--- config.mk ---
export PLATFORM = sky130hd
export DESIGN_NAME = fpsa_host_ctrl
export DESIGN_NICKNAME = d
export VERILOG_FILES = /design/src/fpsa_pkg.sv /design/src/fpsa_cyc_if.sv /design/src/fpsa_pin_eng.sv /design/src/fpsa_host_ctrl.sv
export SDC_FILE = /design/constraint.sdc
export NUM_CORES = 1
export LEC_CHECK = 0
export BUFFER_PORTS_ARGS = -buffer_cell sky130_fd_sc_hd__clkbuf_2
export CAP_MARGIN = 0
export CORE_MARGIN = 2
export CORE_UTILIZATION = 25
export CTS_BUF_LIST = sky130_fd_sc_hd__clkbuf_2 sky130_fd_sc_hd__clkbuf_4 sky130_fd_sc_hd__clkbuf_8
export DETAILED_ROUTE_END_ITERATION = 10
export GPL_TIMING_DRIVEN = 0
export MAX_ROUTING_LAYER = met4
export PLACE_DENSITY = 0.41
export SYNTH_ARGS = -nofsm -noshare
export SYNTH_HDL_FRONTEND = slang
export SYNTH_SLANG_ARGS = --single-unit
--- constraint.sdc ---
create_clock -name clk_i -period 3.35 [get_ports clk_i]
set_input_delay 0.335 -clock clk_i [delete_from_list [all_inputs] [get_ports clk_i]]
set_output_delay 0.335 -clock clk_i [all_outputs]
set_load 0.01 [all_outputs]
--- src/fpsa_pkg.sv ---
// shared constants and types for the flash protect/status/abort host controller
package fpsa_pkg;
  // status register bit positions on the device
  localparam int unsigned ST_READY_BIT    = 7;
  localparam int unsigned ST_RSVD_HI_BIT  = 6;
  localparam int unsigned ST_ERASE_FAIL   = 5;
  localparam int unsigned ST_PROG_FAIL    = 4;
  localparam int unsigned ST_PROTECT_BIT  = 3;
  localparam int unsigned ST_RSVD_LO_BIT  = 2;
  localparam logic [7:0]  ST_POLL_MASK    = 8'hBB;  // reserved bits 6 and 2 masked
  // command bytes
  localparam logic [7:0]  CMD_UNLOCK1     = 8'hAA;
  localparam logic [7:0]  CMD_UNLOCK2     = 8'h55;
  localparam logic [7:0]  CMD_SETUP       = 8'h60;
  localparam logic [7:0]  CMD_LOCK        = 8'h20;
  localparam logic [7:0]  CMD_UNPROTECT   = 8'h40;
  localparam logic [7:0]  CMD_ABORT       = 8'hE0;
  localparam logic [7:0]  CMD_READ_ARRAY  = 8'hF0;
  localparam logic [7:0]  CMD_CLR_STATUS  = 8'h50;
  localparam logic [7:0]  CMD_READ_ID     = 8'h90;
  localparam logic [7:0]  CMD_READ_STATUS = 8'h70;
  localparam logic [19:0] UNLOCK_ADDR1    = 20'h05555;
  localparam logic [19:0] UNLOCK_ADDR2    = 20'h02AAA;
  localparam logic [19:0] ID_MFR_ADDR     = 20'h00000;
  localparam logic [19:0] ID_DEV_ADDR     = 20'h00001;
  localparam logic [19:0] ID_PROT_ADDR    = 20'h00002;
  // pin timing, ns, rounded up to whole 5 ns cycles
  localparam int unsigned CLK_PERIOD_NS   = 5;
  localparam int unsigned T_WP_NS         = 60;
  localparam int unsigned T_WPH_NS        = 40;
  localparam int unsigned T_SRA_NS        = 120;
  localparam logic [7:0]  WP_CYC  = 8'((T_WP_NS + CLK_PERIOD_NS - 1) / CLK_PERIOD_NS);
  localparam logic [7:0]  WPH_CYC = 8'((T_WPH_NS + CLK_PERIOD_NS - 1) / CLK_PERIOD_NS);
  localparam logic [7:0]  RD_CYC  = 8'((T_SRA_NS + CLK_PERIOD_NS - 1) / CLK_PERIOD_NS);
  // host register offsets
  localparam logic [3:0]  REG_CTRL        = 4'h0;  // write: op code in [2:0], addr in [27:8]
  localparam logic [3:0]  REG_STATUS      = 4'h1;  // read: busy, done, last status
  localparam logic [3:0]  REG_DATA        = 4'h2;  // read: last read data
  // host operations
  typedef enum logic [2:0] {
    OP_LOCK      = 3'h0,
    OP_UNPROTECT = 3'h1,
    OP_ABORT     = 3'h2,
    OP_READ_ARR  = 3'h3,
    OP_CLR_STAT  = 3'h4,
    OP_READ_ID   = 3'h5,
    OP_POLL      = 3'h6,
    OP_READ      = 3'h7
  } fpsa_op_t;
  typedef enum logic [2:0] {
    ST_IDLE  = 3'h0,
    ST_SETUP = 3'h1,
    ST_LOW   = 3'h2,
    ST_HIGH  = 3'h3,
    ST_NEXT  = 3'h4,
    ST_RDLOW = 3'h5,
    ST_RDEND = 3'h6
  } fpsa_state_t;
endpackage

--- src/fpsa_cyc_if.sv ---
// one bus-cycle request/answer between sequencer and pin engine
`timescale 1ns/1ps
interface fpsa_cyc_if;
  logic        req;    // one-cycle start pulse
  logic        wr;     // 1 write cycle, 0 read cycle
  logic [19:0] addr;   // address for the cycle
  logic [7:0]  wdata;  // command byte
  logic        done;   // one-cycle completion pulse
  logic [7:0]  rdata;  // captured read data
  modport seq (output req, wr, addr, wdata, input done, rdata);
  modport eng (input req, wr, addr, wdata, output done, rdata);
endinterface

--- src/fpsa_pin_eng.sv ---
// pin engine: drives one write or read bus cycle on the flash pins
`timescale 1ns/1ps
module fpsa_pin_eng
  import fpsa_pkg::*;
(
  input  wire logic  clk_i,      // 200 MHz clock
  input  wire logic  rst_i,      // synchronous reset
  fpsa_cyc_if.eng    cyc,        // cycle request/answer
  input  wire logic [7:0] dq_i,  // data pins, from the device
  output logic [7:0] dq_o,       // data pins, to the device
  output logic       dq_oe_o,    // data pin drive enable
  output logic [19:0] addr_o,    // address pins
  output logic       ce_n_o,     // chip enable, active low
  output logic       oe_n_o      // output enable, active low
);
  typedef struct packed {
    fpsa_state_t st;
    logic [7:0]  cnt;
    logic [7:0]  d;
    logic        dq_oe;
    logic [19:0] a;
    logic        ce_n;
    logic        oe_n;
    logic        done;
    logic [7:0]  rd;
    logic [7:0]  s1;
    logic [7:0]  s2;
  } eng_t;
  eng_t st_ff, nxt_st;

  // sequence: address set with ce high, ce low pulse, ce high recovery
  always_comb
  begin
    nxt_st      = st_ff;
    nxt_st.done = 1'b0;
    nxt_st.s1   = dq_i;       // two-stage sync of device data
    nxt_st.s2   = st_ff.s1;
    case (st_ff.st)
      ST_IDLE:
      begin
        if (cyc.req)
        begin
          nxt_st.a     = cyc.addr;
          nxt_st.d     = cyc.wdata;
          nxt_st.dq_oe = cyc.wr;
          nxt_st.oe_n  = 1'b1;
          nxt_st.st    = cyc.wr ? ST_LOW : ST_RDLOW;
          nxt_st.cnt   = cyc.wr ? WP_CYC : RD_CYC;
        end
      end
      ST_LOW:
      begin
        nxt_st.ce_n = 1'b0;  // address latched by device on this fall
        nxt_st.cnt  = st_ff.cnt - 8'h01;
        if (st_ff.cnt == 8'h01)
        begin
          nxt_st.st  = ST_HIGH;
          nxt_st.cnt = WPH_CYC;
        end
      end
      ST_HIGH:
      begin
        // pulse well over 10 ns so the glitch filter never drops it
        nxt_st.ce_n = 1'b1;  // data latched on this rise
        nxt_st.cnt  = st_ff.cnt - 8'h01;
        if (st_ff.cnt == 8'h01)
        begin
          nxt_st.st    = ST_IDLE;
          nxt_st.dq_oe = 1'b0;
          nxt_st.done  = 1'b1;
        end
      end
      ST_RDLOW:
      begin
        // fresh ce and oe fall per read so status is relatched
        nxt_st.ce_n = 1'b0;
        nxt_st.oe_n = 1'b0;
        nxt_st.cnt  = st_ff.cnt - 8'h01;
        if (st_ff.cnt == 8'h01)
          nxt_st.st = ST_RDEND;
      end
      ST_RDEND:
      begin
        nxt_st.rd   = st_ff.s2;
        nxt_st.ce_n = 1'b1;
        nxt_st.oe_n = 1'b1;
        nxt_st.st   = ST_HIGH;
        nxt_st.cnt  = WPH_CYC;
      end
      default: nxt_st.st = ST_IDLE;
    endcase
    if (rst_i)
    begin
      nxt_st      = '0;
      nxt_st.ce_n = 1'b1;
      nxt_st.oe_n = 1'b1;
    end
  end

  // single state register
  always_ff @(posedge clk_i)
    st_ff <= nxt_st;

  assign cyc.done  = st_ff.done;
  assign cyc.rdata = st_ff.rd;
  assign dq_o      = st_ff.d;
  assign dq_oe_o   = st_ff.dq_oe;
  assign addr_o    = st_ff.a;
  assign ce_n_o    = st_ff.ce_n;
  assign oe_n_o    = st_ff.oe_n;
endmodule

--- src/fpsa_host_ctrl.sv ---
// host controller: sequences protect, unprotect, abort, id and status commands
// Notes on behaviour
// - two reserved status bits read zero; host masks them when polling.
// - lock: two unlocks, setup, two unlocks, 20H, with high supply.
// - host leaves identification mode with read or reset command.
// - unprotect: first five lock cycles then 40H; then status-read mode.
// - host writes array read to leave abort, then clears status.
// - writes need chip enable low, output enable high, high supply; host raises the supply only for lock and unprotect.
//
// Design decisions made here: the register addresses and the address-and-strobe port.
`timescale 1ns/1ps
module fpsa_host_ctrl
  import fpsa_pkg::*;
(
  input  wire logic        clk_i,     // 200 MHz clock
  input  wire logic        rst_i,     // synchronous reset, active high
  input  wire logic [3:0]  addr_i,    // register address
  input  wire logic [31:0] wdata_i,   // register write data
  input  wire logic        wr_i,      // write strobe
  input  wire logic        rd_i,      // read strobe
  output logic      [31:0] rdata_o,   // read data, one cycle later
  input  wire logic [7:0]  dq_i,      // flash data in
  output logic      [7:0]  dq_o,      // flash data out
  output logic             dq_oe_o,   // flash data drive enable
  output logic      [19:0] faddr_o,   // flash address
  output logic             ce_n_o,    // flash chip enable, active low
  output logic             oe_n_o,    // flash output enable, active low
  output logic             vpp_en_o   // high programming supply enable
);
  fpsa_cyc_if cyc ();

  typedef struct packed {
    logic        busy;
    logic        done;
    logic        err;
    fpsa_op_t    op;
    logic [2:0]  idx;
    logic [2:0]  last;
    logic [19:0] tgt;
    logic [7:0]  rdat;
    logic        req;
    logic        wr;
    logic [19:0] a;
    logic [7:0]  d;
    logic        wait_c;
    logic        vpp;
    logic        abort_pend;
    logic [31:0] rdata;
  } hc_t;
  hc_t st_ff, nxt_st;

  // one command sequence step: address and byte for cycle idx of op
  function automatic logic [27:0] step(input fpsa_op_t op, input logic [2:0] i,
                                       input logic [19:0] tgt);
    logic [27:0] r;
    r = {UNLOCK_ADDR1, CMD_UNLOCK1};
    case (i)
      3'h0: r = {UNLOCK_ADDR1, CMD_UNLOCK1};
      3'h1: r = {UNLOCK_ADDR2, CMD_UNLOCK2};
      3'h2: r = (op == OP_ABORT) ? {UNLOCK_ADDR1, CMD_ABORT}
                                 : {UNLOCK_ADDR1, CMD_SETUP};
      3'h3: r = {UNLOCK_ADDR1, CMD_UNLOCK1};
      3'h4: r = {UNLOCK_ADDR2, CMD_UNLOCK2};
      // sector address presented on the sixth cycle
      3'h5: r = (op == OP_LOCK) ? {tgt, CMD_LOCK} : {tgt, CMD_UNPROTECT};
      default: r = {UNLOCK_ADDR1, CMD_UNLOCK1};
    endcase
    return r;
  endfunction

  // order handling, cycle stepping and register reads
  always_comb
  begin
    logic [27:0] s;
    s            = step(st_ff.op, st_ff.idx, st_ff.tgt);
    nxt_st       = st_ff;
    nxt_st.req   = 1'b0;
    nxt_st.rdata = 32'h0000_0000;
    if (rd_i)
    begin
      case (addr_i)
        REG_STATUS: nxt_st.rdata = {21'h0, st_ff.abort_pend, st_ff.vpp, st_ff.err,
                                    st_ff.done, st_ff.busy, 3'h0, st_ff.op};
        REG_DATA:   nxt_st.rdata = {24'h0, st_ff.rdat};
        default:    nxt_st.rdata = 32'h0000_0000;
      endcase
    end
    // accept a new order only while idle; orders during busy are dropped
    if (wr_i && addr_i == REG_CTRL && !st_ff.busy)
    begin
      nxt_st.busy = 1'b1;
      nxt_st.done = 1'b0;
      nxt_st.err  = 1'b0;
      nxt_st.op   = fpsa_op_t'(wdata_i[2:0]);
      nxt_st.tgt  = wdata_i[27:8];
      nxt_st.idx  = 3'h0;
      case (fpsa_op_t'(wdata_i[2:0]))
        OP_LOCK, OP_UNPROTECT: nxt_st.last = 3'h5;  // six cycles
        OP_ABORT:              nxt_st.last = 3'h2;  // three cycles
        default:               nxt_st.last = 3'h0;
      endcase
      // supply raised for a protect change from order acceptance until its sixth cycle is done
      nxt_st.vpp = (wdata_i[2:0] == OP_LOCK) || (wdata_i[2:0] == OP_UNPROTECT);
    end
    else if (st_ff.busy && !st_ff.wait_c)
    begin
      nxt_st.req    = 1'b1;
      nxt_st.wait_c = 1'b1;
      nxt_st.wr     = 1'b1;
      case (st_ff.op)
        OP_LOCK, OP_UNPROTECT, OP_ABORT:
        begin
          nxt_st.a = s[27:8];
          nxt_st.d = s[7:0];
        end
        OP_READ_ARR:
        begin
          nxt_st.a = UNLOCK_ADDR1;
          nxt_st.d = CMD_READ_ARRAY;  // also ends id and abort modes
        end
        OP_CLR_STAT:
        begin
          nxt_st.a = UNLOCK_ADDR1;
          nxt_st.d = CMD_CLR_STATUS;  // only way to drop fail bits
        end
        OP_READ_ID:
        begin
          nxt_st.a = UNLOCK_ADDR1;
          nxt_st.d = CMD_READ_ID;
        end
        OP_POLL:
        begin
          nxt_st.a = UNLOCK_ADDR1;
          nxt_st.d = CMD_READ_STATUS;
        end
        default:
        begin
          nxt_st.wr = 1'b0;           // plain read at target address
          nxt_st.a  = st_ff.tgt;
        end
      endcase
    end
    else if (st_ff.busy && cyc.done)
    begin
      nxt_st.wait_c = 1'b0;
      if (st_ff.op == OP_POLL && st_ff.wr)
      begin
        nxt_st.wr     = 1'b0;
        nxt_st.wait_c = 1'b1;
        nxt_st.req    = 1'b1;         // follow with one read, fresh enables
        nxt_st.a      = st_ff.tgt;
      end
      else if (st_ff.idx == st_ff.last)
      begin
        nxt_st.busy = 1'b0;
        nxt_st.done = 1'b1;
        nxt_st.vpp  = 1'b0;
        if (!st_ff.wr)
        begin
          nxt_st.rdat = cyc.rdata;
          if (st_ff.op == OP_POLL)
          begin
            // reserved bits dropped before judging
            nxt_st.rdat = cyc.rdata & ST_POLL_MASK;
            nxt_st.err  = cyc.rdata[ST_ERASE_FAIL] | cyc.rdata[ST_PROG_FAIL];
            nxt_st.busy = ~cyc.rdata[ST_READY_BIT];  // re-poll while busy
            nxt_st.done = cyc.rdata[ST_READY_BIT];
            nxt_st.wr   = 1'b1;
          end
        end
        // abort leaves device in abort mode until array read and clear
        if (st_ff.op == OP_ABORT)
          nxt_st.abort_pend = 1'b1;
        if (st_ff.op == OP_CLR_STAT)
          nxt_st.abort_pend = 1'b0;
      end
      else
        nxt_st.idx = st_ff.idx + 3'h1;
    end
    if (rst_i)
      nxt_st = '0;
  end

  // single state register
  always_ff @(posedge clk_i)
    st_ff <= nxt_st;

  assign cyc.req   = st_ff.req;
  assign cyc.wr    = st_ff.wr;
  assign cyc.addr  = st_ff.a;
  assign cyc.wdata = st_ff.d;
  assign rdata_o   = st_ff.rdata;
  assign vpp_en_o  = st_ff.vpp;

  fpsa_pin_eng u_eng (
    .clk_i   (clk_i),
    .rst_i   (rst_i),
    .cyc     (cyc),
    .dq_i    (dq_i),
    .dq_o    (dq_o),
    .dq_oe_o (dq_oe_o),
    .addr_o  (faddr_o),
    .ce_n_o  (ce_n_o),
    .oe_n_o  (oe_n_o)
  );
endmodule

==> results.md, run 1 <==
- Routed len/inst: 14.8 µm
- CTS buffer count: 17
- Slew HR: 0.180
- FF+latch count, synth: 146
- # diodes: 0
- Pleak: 2.95 nW
- Vias in the first global route: 5069
- Layout Skew: between 15 and 20 ps
- Status: finished, final reports clean
- Post-Route WL: 17700 µm
- Antenna Nets Post-Route: 0
- Via count: approximately 5300
- Area growth syn-to-layout: 20.9%
- Fill cells: 2708
- Mapped cell area: 6240 µm²
- CTS root buf: clkbuf_8
- Post-CTS resize count: 0
- WP data required: 3700 ps
- Die span in y: ~160 µm
- Crit Path Class: reg -> reg
- Max-slew violations: 0
- CTS tree: yes
- Pin count of the biggest net entering global routing: 17
- Met3 Resource Use GR: 0.0296
- Starting Density: 0.256
- First-pass GRT wire length: roughly 28000 µm
- Setup Fix Bufs, Post-CTS: 0
- Top cells by area, synth: dfxtp_1, nand2_1, a21oi_1
- Crit-path most repeated cell: clkbuf_1
- CP bufs+invs: 3
- Tmin final: around 3000 ps
- Hold buffers post-CTS: 0
- Setup violations, final: 0
- Ys async rst share: 0
- Core area: 24400 µm²
- Library cells used by synthesis: 67
- Crit path max-delay cell type: dfxtp_1
- Fin crit share: 0.893
- Worst path arrival time: around 3300 ps
- Worst slew pin tran: 1210 ps
- Worst min path class: in -> reg
- Clk Latency, worst-skew pair: 460 ps
- Met2 Use GR: 0.223
- Fmax: 0.334 GHz
- Die area: 26200 µm²
- Clock Tree Buf Depth: 2
- CP Max Fanout: 10
- Slowest stage delay, CP: around 500 ps
- Post-synth EDFFs: 0
- CP Launch Type: flip-flop
- Num rows: 57
- Post-route cell area: 7540 µm²
- Top-Level Pins: 112
- Critical-path cell list: clkbuf_1, nand3b_1, inv_1, ha_1, a21bo_2, and2_1, clkbuf_1, o21ai_1, o221a_2
- Nets: ~900
- GRT Residual Overflow: 0
- Clock transition at path regs: 100 ps
- Most frequent cells in the layout: dfxtp_1, nand2_1, a21oi_1
- Pwr Density: 453 nW/µm²
- Port buffer count: 81
- Ys flop type: dfxtp_1
- Top cell type's share of synthesized area: 0.468
- Share of cells above drive strength 1: 0.218
- Most common cell after layout, fill and taps aside: dfxtp_1
- Die width: roughly 160 µm
- CP endpoint kind: flip-flop
- Cells after Synth: 742
- Global route hottest layer: met2
- Iteration-0 DRC Markers: 306
- Area after DPL: slightly above 7000 µm²
- Final hold vios: 0
- CTS sink cnt: 146
- Worst IR drop on VDD: 0.000264 V
- DRC viols: 0
- Synthesis Warnings: 0
- Sequential share of the synthesized area: 0.468
- Initial antenna violation count: 0
- Largest delay share family, worst path: buffers and inverters
- Area leader, netlist: dfxtp_1
- Htree depth: 4
- Final setup TNS: 0 ps
- DR pass1 iterations: 4
- GR Util All Layers: 0.143
- Max_cap viols: 0
- DR vias/cell: between 4 and 5
- Routability Congestion: 0.826
- Met1 Track Usage GR: 0.188
- Detail Placement HPWL: roughly 13000 µm
- Mean Syn Cell Area: 8.41 µm²
- RSZ-0062 raised after global routing: false
[power by group]
part	internal [mW]	switching, mW
registers	1.76	0.0117
clock network	0.700	0.785
logic	0.0619	0.102
total	2.52	0.899
[through the flow]
stage	std cells	hold slack (ps)	power, mW	setup WS [ps]	util
floorplan	762	414	1.90	1000	-
finish	1199	85.7	3.42	358	0.309
global placement	1167	420	1.98	315	0.292
CTS	1199	52.0	3.47	275	0.309
detailed placement	1167	420	1.98	329	0.292
global route	1199	45.9	3.56	117	0.309
[state kept, by name, indices dropped and copies added (netlist names), 6 cells and up]
signal / count
u_eng.st_ff: 27
st_ff: 41
cyc.addr: 20
u_eng.addr_o: 20
u_eng.dq_o: 6
cyc.wdata: 6
u_eng.cyc.rdata: 8
rdata_o: 11
[metal layers]
layer	wire, µm	part of all wire
met5	0	0
met4	165	0.0093
met3	605	0.034
met2	8260	0.47
met1	8700	0.49
[path summary, 6_finish.rpt]
path | from | to | slack (ps) | cells after the start
worst max-delay path | st_ff[101] | cyc.addr[1] | 360 | 9
worst max register to register | st_ff[101] | cyc.addr[1] | 360 | 9
worst min-delay path | wdata_i[15] | st_ff[80] | 90 | 3
worst min register to register | u_eng.st_ff[12] | u_eng.st_ff[4] | 440 | 1
[Yosys cell counts, drive strengths merged, types with 2 or more instances]
cell type and n:
o21ai 33, nand2b 3, a41oi 2, a21o 3, a2111oi 4, nor2 28, nor3b 5, mux2i 2
o211ai 3, buf 65, or4b 4, and2 13, a221oi 2, nor2b 25, and3 2, ha 7
nor4 4, nor3 10, o31ai 2, a22o 5, o2bb2ai 2, nor4b 3, o21bai 2, inv 11
a22oi 8, o31a 2, dfxtp 146, a31oi 2, a21oi 96, nand2 145, clkbuf 37, a211oi 3
o21a 3, xor2 2, or3 5, nand4b 2, o221a 7, nand3 23
[area by class of cell]
class                      instances  area [µm²]  area share
timing repair buffer              81         405      0.0537
sequential                       146        2920       0.387
inverter                          11        41.3     0.00547
tap                              324         405      0.0537
clock inverter                    15         181      0.0241
buffer                           102         612      0.0811
clock buffer                      17         234      0.0310
multi-input combinational        503        2740       0.363
[worst register-to-register path, stage by stage, from the launching register on]
cell and delay (ps):
dfxtp_1 490, clkbuf_1 410, nand3b_1 270, inv_1 130
ha_1 250, a21bo_2 160, and2_1 110, clkbuf_1 340
o21ai_1 380, o221a_2 350
[cell families after synthesis]
family / after synthesis / share of synthesized area
other: 1 / 0.000601
adder cells (fa/ha/maj): 7 / 0.0140
multiplexers: 3 / 0.00501
flip-flops: 146 / 0.468
AND/OR/NAND/NOR: 278 / 0.212
AO/OA/AOI/OAI: 192 / 0.193
XOR/XNOR: 2 / 0.00281
buffers and inverters: 113 / 0.104
Power figures use the tool's default switching activity.
==> run 2: changes to the inputs <==
--- a/config.mk
+++ b/config.mk
@@ -14,6 +14,7 @@
 export GPL_TIMING_DRIVEN = 0
 export MAX_ROUTING_LAYER = met4
 export PLACE_DENSITY = 0.41
+export SETUP_SLACK_MARGIN = 0.5
 export SYNTH_ARGS = -nofsm -noshare
 export SYNTH_HDL_FRONTEND = slang
 export SYNTH_SLANG_ARGS = --single-unit
==> run 2 against run 1 <==
- design area grew 0.32%
- setup slack gained 320 ps
- register-to-register slack better by 320 ps
- worst hold slack lost 2.6 ps
- largest cell class unchanged
- critical path depth decreased by 1
- highest routed layer unchanged
==> results.md, run 2 (same netlist as run 1, synthesis figures left out) <==
- Clock transition at path regs: 100 ps
- Most flop-heavy register: st_ff
- Vias in the first global route: 5069
- CTS buffer count: 17
- First-pass GRT wire length: 28200 µm
- Worst min path class: in -> reg
- Crit Path Class: reg -> reg
- Clock share of power: 0.435
- DR vias/cell: roughly 4.4
- Max-slew violations: 0
- Die area: 26200 µm²
- Detail Placement HPWL: 12800 µm
- Worst IR drop on VDD: approximately 0.00027 V
- Status: finished, final reports clean
- Htree depth: 4
- Share of cells above drive strength 1: 0.226
- Combinational group share of total power: 0.048
- Final hold vios: 0
- Sequential share of power: 0.517
- Pleak: 2.97 nW
- Hold buffers post-CTS: 0
- Routed len/inst: about 15 µm
- Most frequent cells in the layout: dfxtp_1, nand2_1, a21oi_1
- Tmin final: about 2700 ps
- Initial antenna violation count: 0
- Layout Skew: about 18 ps
- WP data required: approximately 3700 ps
- R2R Setup Slk: 680 ps
- DRC viols: 0
- Pwr Density: 452 nW/µm²
- Nets: 919
- Area growth syn-to-layout: 21.3%
- Setup violations, final: 0
- Utilization after layout: 0.310
- RSZ-0062 raised after global routing: false
- Slew HR: 0.213
- Die width: around 160 µm
- CP endpoint kind: flip-flop
- CTS sink cnt: 146
- Final setup TNS: 0 ps
- Number of flip-flops in the largest register: roughly 40
- Clk Latency, worst-skew pair: 460 ps
- CTS root buf: clkbuf_8
- Worst slew pin tran: 1160 ps
- Pin count of the biggest net entering global routing: 17
- CP Max Fanout: 10
- Total internal power: about 2.5 mW
- Top-Level Pins: 112
- Most common cell after layout, fill and taps aside: dfxtp_1
- Worst path arrival time: 3050 ps
- Antenna Nets Post-Route: 0
- GR Util All Layers: 0.143
- Die span in y: 162 µm
- Clock Tree Buf Depth: 2
- Fin crit share: 0.798
- Core area: 24400 µm²
- GRT Residual Overflow: 0
- CTS tree: yes
- Via count: about 5300
- Routability Congestion: ~0.83
- CP Launch Type: flip-flop
- Post-Route WL: 17800 µm
- Starting Density: 0.256
- Slowest stage delay, CP: 480 ps
- Crit path max-delay cell type: or4b_1
- Switching Power: 905 µW
- Regs by FF count: st_ff x41, u_eng.st_ff x27
- Sw frac: 0.264
- # diodes: 0
- Critical-path cell list: clkbuf_2, nand3b_1, inv_1, ha_1, nand4b_1, a211o_1, or4b_1, a31oi_1
- Fmax: roughly 0.37 GHz
- Iteration-0 DRC Markers: about 290
- Port buffer count: 81
- DR pass1 iterations: 5
- Num rows: 57
- Max_cap viols: 0
run 2: changes by cell type in the layout (fill, tap and decap cells not counted):
| cell | previous run | this run |
|---|---|---|
| o21ai_2 | 0 | 1 |
| buf_4 | 60 | 62 |
| clkbuf_2 | 82 | 86 |
| o21ai_1 | 1 | 0 |
| clkbuf_1 | 36 | 32 |
run 2: power groups by stage:
| stage | Combinational (mW) | Clock (mW) | Sequential [mW] |
|---|---|---|---|
| floorplan | 0.0996 | 0 | 1.81 |
| global placement | 0.167 | 0 | 1.81 |
| detailed placement | 0.166 | 0 | 1.81 |
| CTS | 0.167 | 1.54 | 1.77 |
| global route | 0.183 | 1.61 | 1.77 |
| finish | 0.164 | 1.49 | 1.77 |
run 2: through the flow:
| step | hold slack [ps] | std cells | total power, mW | cell area (µm²) | setup WS (ps) |
|---|---|---|---|---|---|
| finish | 83.1 | 1201 | 3.42 | 7570 | 676 |
| global route | 45.9 | 1201 | 3.56 | 7570 | 497 |
| CTS | 52.0 | 1199 | 3.47 | 7550 | 518 |
| detailed placement | 420 | 1167 | 1.98 | 7130 | 329 |
| global placement | 420 | 1167 | 1.98 | 7130 | 315 |
| floorplan | 414 | 762 | 1.90 | 6320 | 1000 |
run 2: final cells by class:
| type | count | area [µm²] |
|---|---|---|
| Clock buffer | 17 | 234 |
| Tap cell | 324 | 405 |
| Clock inverter | 15 | 181 |
| Inverter | 11 | 41.3 |
| Sequential cell | 146 | 2920 |
| Buffer | 102 | 617 |
| Fill cell | 2709 | 16800 |
| Multi-Input combinational cell | 503 | 2750 |
| Timing Repair Buffer | 83 | 420 |
run 2: worst max-delay path: cells and delay by family, from the launching register on:
kind | cells | cell delay (ps)
AND/OR/NAND/NOR | 3 | 1030
AO/OA/AOI/OAI | 2 | 530
flip-flops | 1 | 440
buffers and inverters | 2 | 350
adder cells (fa/ha/maj) | 1 | 250
run 2: path summary, 6_finish.rpt:
check                       start             end  cells after the start
hold reg to reg   u_eng.st_ff[12]  u_eng.st_ff[4]                      1
hold / removal        wdata_i[15]       st_ff[80]                      3
setup reg to reg        st_ff[99]       st_ff[32]                      8
setup / recovery        st_ff[99]       st_ff[32]                      8
run 2: repair_timing:
action                                  4_1_cts  5_1_grt
buffers inserted                              0        2
endpoints found under the setup margin       20       29
pin swaps                                     0        1
cloned                                        0        0
endpoints found under the hold margin         0        0
gates resized for setup                       4        4
run 2: layer usage:
| metal | share of wire | up-vias | GRT usage |
|---|---|---|---|
| met3 | 0.034 | 10 | 0.0296 |
| met1 | 0.49 | 2476 | 0.188 |
| met4 | 0.0092 | 0 | 0.0362 |
| met2 | 0.46 | 109 | 0.223 |
| li1 | - | 2740 | - |
| met5 | 0 | - | - |
==> run 3: changes to the inputs <==
--- a/config.mk
+++ b/config.mk
@@ -5,6 +5,7 @@
 export SDC_FILE = /design/constraint.sdc
 export NUM_CORES = 1
 export LEC_CHECK = 0
+export ABC_AREA = 1
 export BUFFER_PORTS_ARGS = -buffer_cell sky130_fd_sc_hd__clkbuf_2
 export CAP_MARGIN = 0
 export CORE_MARGIN = 2
@@ -13,7 +14,7 @@
 export DETAILED_ROUTE_END_ITERATION = 10
 export GPL_TIMING_DRIVEN = 0
 export MAX_ROUTING_LAYER = met4
-export PLACE_DENSITY = 0.41
+export PLACE_DENSITY = 0.42
 export SETUP_SLACK_MARGIN = 0.5
 export SYNTH_ARGS = -nofsm -noshare
 export SYNTH_HDL_FRONTEND = slang
==> constraint.sdc (replaced) <==
create_clock -name clk_i -period 2.3 [get_ports clk_i]
set_input_delay 0.23 -clock clk_i [delete_from_list [all_inputs] [get_ports clk_i]]
set_output_delay 0.23 -clock clk_i [all_outputs]
set_load 0.01 [all_outputs]
==> run 3 against run 2 <==
- via count rose by 8.4%
- die area rose by 5.0%
- cell count rose by 15%
- worst hold slack got worse by 47 ps
- sequential cell count did not move
- core utilization barely moved
- largest power group unchanged
- non-clock buffer count fell by 2
==> results.md, run 3 <==
- DR pass1 iterations: 4
- Hold Path End: rdata_o[3]
- Pwr Density: 628 nW/µm²
- Fmax: 0.598 GHz
- Final hold vios: 0
- Clock Tree Buf Depth: 2
- WP data required: 2690 ps
- Area taken by multi-input logic gates: 2780 µm²
- Worst IR drop on VDD: 0.000323 V
- GR Util All Layers: 0.138
- Initial antenna violation count: 0
- Worst min path class: in -> reg
- Status: finished, final reports clean
- Sequential share of the synthesized area: 0.446
- Most common cell after layout, fill and taps aside: dfxtp_1
- Worst hold margin: approximately 36 ps
- Slew HR: 0.575
- Crit Path Class: reg -> reg
- Routed len/inst: between 10 and 15 µm
- Port buffer count: 81
- Share of cells above drive strength 1: 0.227
- Die width: between 150 and 200 µm
- Die span in y: approximately 170 µm
- Mean Syn Cell Area: 7.31 µm²
- FF+latch count, synth: ~150
- Fill cells: between 2000 and 3000
- Core area: 25900 µm²
- Commonest cells post-synth: dfxtp_1, nor2_1, nand2_1
- Worst slew pin tran: 638 ps
- First-pass GRT wire length: 29500 µm
- Most frequent cell after synthesis: dfxtp_1
- Area leader, netlist: dfxtp_1
- R2R Setup Slk: about 630 ps
- GRT Residual Overflow: 0
- Worst hold stages: 3
- CP Launch Type: flip-flop
- Library cells used by synthesis: 36
- Htree depth: 4
- DR vias/cell: 4.20
- Post-synth EDFFs: 0
- Clk Latency, worst-skew pair: approximately 460 ps
- FF-to-FF End: cyc.addr[5]
- Most flop-heavy register: st_ff
- Crit-path most repeated cell: inv_1
- Iteration-0 DRC Markers: around 260
- Starting Density: 0.253
- Cells after Synth: 897
- Die area: 27600 µm²
- Vias in the first global route: 5658
- RSZ-0062 raised after global routing: false
- CTS buffer count: 17
- Max-slew violations: 0
- Antenna Nets Post-Route: 0
- Most frequent cells in the layout: dfxtp_1, nor2_1, nand2_1
- Post-Route WL: roughly 18000 µm
- CTS root buf: clkbuf_8
- Num rows: 59
- Critical path depth in cells: 8
- Final setup TNS: 0 ps
- Via count: just under 6000
- Area growth syn-to-layout: 22.4%
- Top cell type's share of synthesized area: 0.446
- Top-Level Pins: 112
- Setup violations, final: 0
- Nets: 1083
- Ys async rst share: 0
- Mapped cell area: about 6600 µm²
- Worst path arrival time: just over 2000 ps
- Pin count of the biggest net entering global routing: 17
- CTS sink cnt: about 150
- Fin crit share: 0.727
- CP bufs+invs: 2
- Pleak: about 3.7 nW
- Slowest stage delay, CP: 350 ps
- Synthesis Warnings: 0
- Largest delay share family, worst path: simple AND/OR/NAND/NOR gates
- Crit path max-delay cell type: dfxtp_1
- Detail Placement HPWL: 13500 µm
- Critical-path cell list: inv_1, ha_1, inv_1, o21ai_1, nand3_2, nand2_1, a21oi_1, nor2_1
- Regs by FF count: st_ff x41, u_eng.st_ff x27
- # diodes: 0
- Max_cap viols: 0
- Cells on worst reg2reg path: 8
- Hold Startpoint: rd_i
- DRC viols: 0
- Reg2reg start: st_ff[97]
- Tmin final: 1670 ps
- CP endpoint kind: flip-flop
- Number of flip-flops in the largest register: 41
- Layout Skew: 13.0 ps
- CTS tree: yes
- Top cells by area, synth: dfxtp_1, nor2_1, nand2_1
- Register area: 2930 µm²
- Clock transition at path regs: roughly 90 ps
- Routability Congestion: 0.817
- Ys flop type: dfxtp_1
- CP Max Fanout: 7
==> run 3: worst max-delay path by stage <==
stage / from / end / slack, ps
after floorplan: st_ff[100] / cyc.addr[10] / 670
after global placement: st_ff[100] / cyc.addr[4] / 120
after detailed placement: st_ff[100] / cyc.addr[10] / 100
after CTS: st_ff[99] / cyc.addr[13] / 510
after global routing: st_ff[99] / cyc.addr[9] / 510
final: st_ff[97] / cyc.addr[5] / 630
==> run 3: kinds of logic after synthesis <==
kind of cell / Yosys count / share of synthesized area
other cells: 1 / 0.000572
buf+inv: 195 / 0.150
fa+ha+maj: 7 / 0.0134
compound gates: 194 / 0.154
flops: 146 / 0.446
xor+xnor: 3 / 0.00401
simple gates: 351 / 0.233
==> run 3: area by class of cell <==
cell class              instances  share of cell area
repair buffers                 92              0.0632
flip-flops and latches        146               0.364
clock buffers                  19              0.0318
clock inverters                13              0.0188
plain buffers                  91              0.0743
well taps                     335              0.0522
inverters                     104              0.0489
multi-input cells             576               0.346
==> run 3: timing repair <==
item	in CTS	in global routing
hold buffers	8	0
setup buffers	0	3
pin swaps	0	2
hold endpoints to repair	8	0
endpoints found under the setup margin	38	36
resized for setup	9	11
==> run 3: power by group <==
group          internal (mW)  total, mW  leakage, nW  switching, mW
clock network           1.02       2.10        0.199           1.08
logic                  0.135      0.341         2.27          0.206
registers               2.57       2.60         1.18         0.0270
==> run 3: tightest hold or removal path, stage by stage <==
cell and delay [ps]:
clkbuf_2 80, nand2_1 70, nor3b_1 50
==> run 3: per-stage QoR <==
| step | area [µm²] | instances | power [mW] | worst slack, ps | utilization |
|---|---|---|---|---|---|
| after floorplan | 6640 | 917 | 2.87 | 674 | - |
| after global placement | 7460 | 1333 | 2.99 | 122 | 0.288 |
| after detailed placement | 7460 | 1333 | 2.99 | 103 | 0.288 |
| after CTS | 7980 | 1373 | 5.13 | 512 | 0.308 |
| after global routing | 8030 | 1376 | 5.26 | 508 | 0.310 |
| final | 8030 | 1376 | 5.04 | 628 | 0.310 |
==> run 3: metal layers <==
metal | vias to the layer above | routed length [µm] | global-route usage | part of all wire
met2 | 90 | 8600 | 0.228 | 0.48
met1 | 2600 | 8600 | 0.172 | 0.48
met3 | 23 | 582 | 0.0279 | 0.032
met5 | - | 0 | - | 0
met4 | 0 | 247 | 0.0382 | 0.014
li1 | 3069 | - | - | -
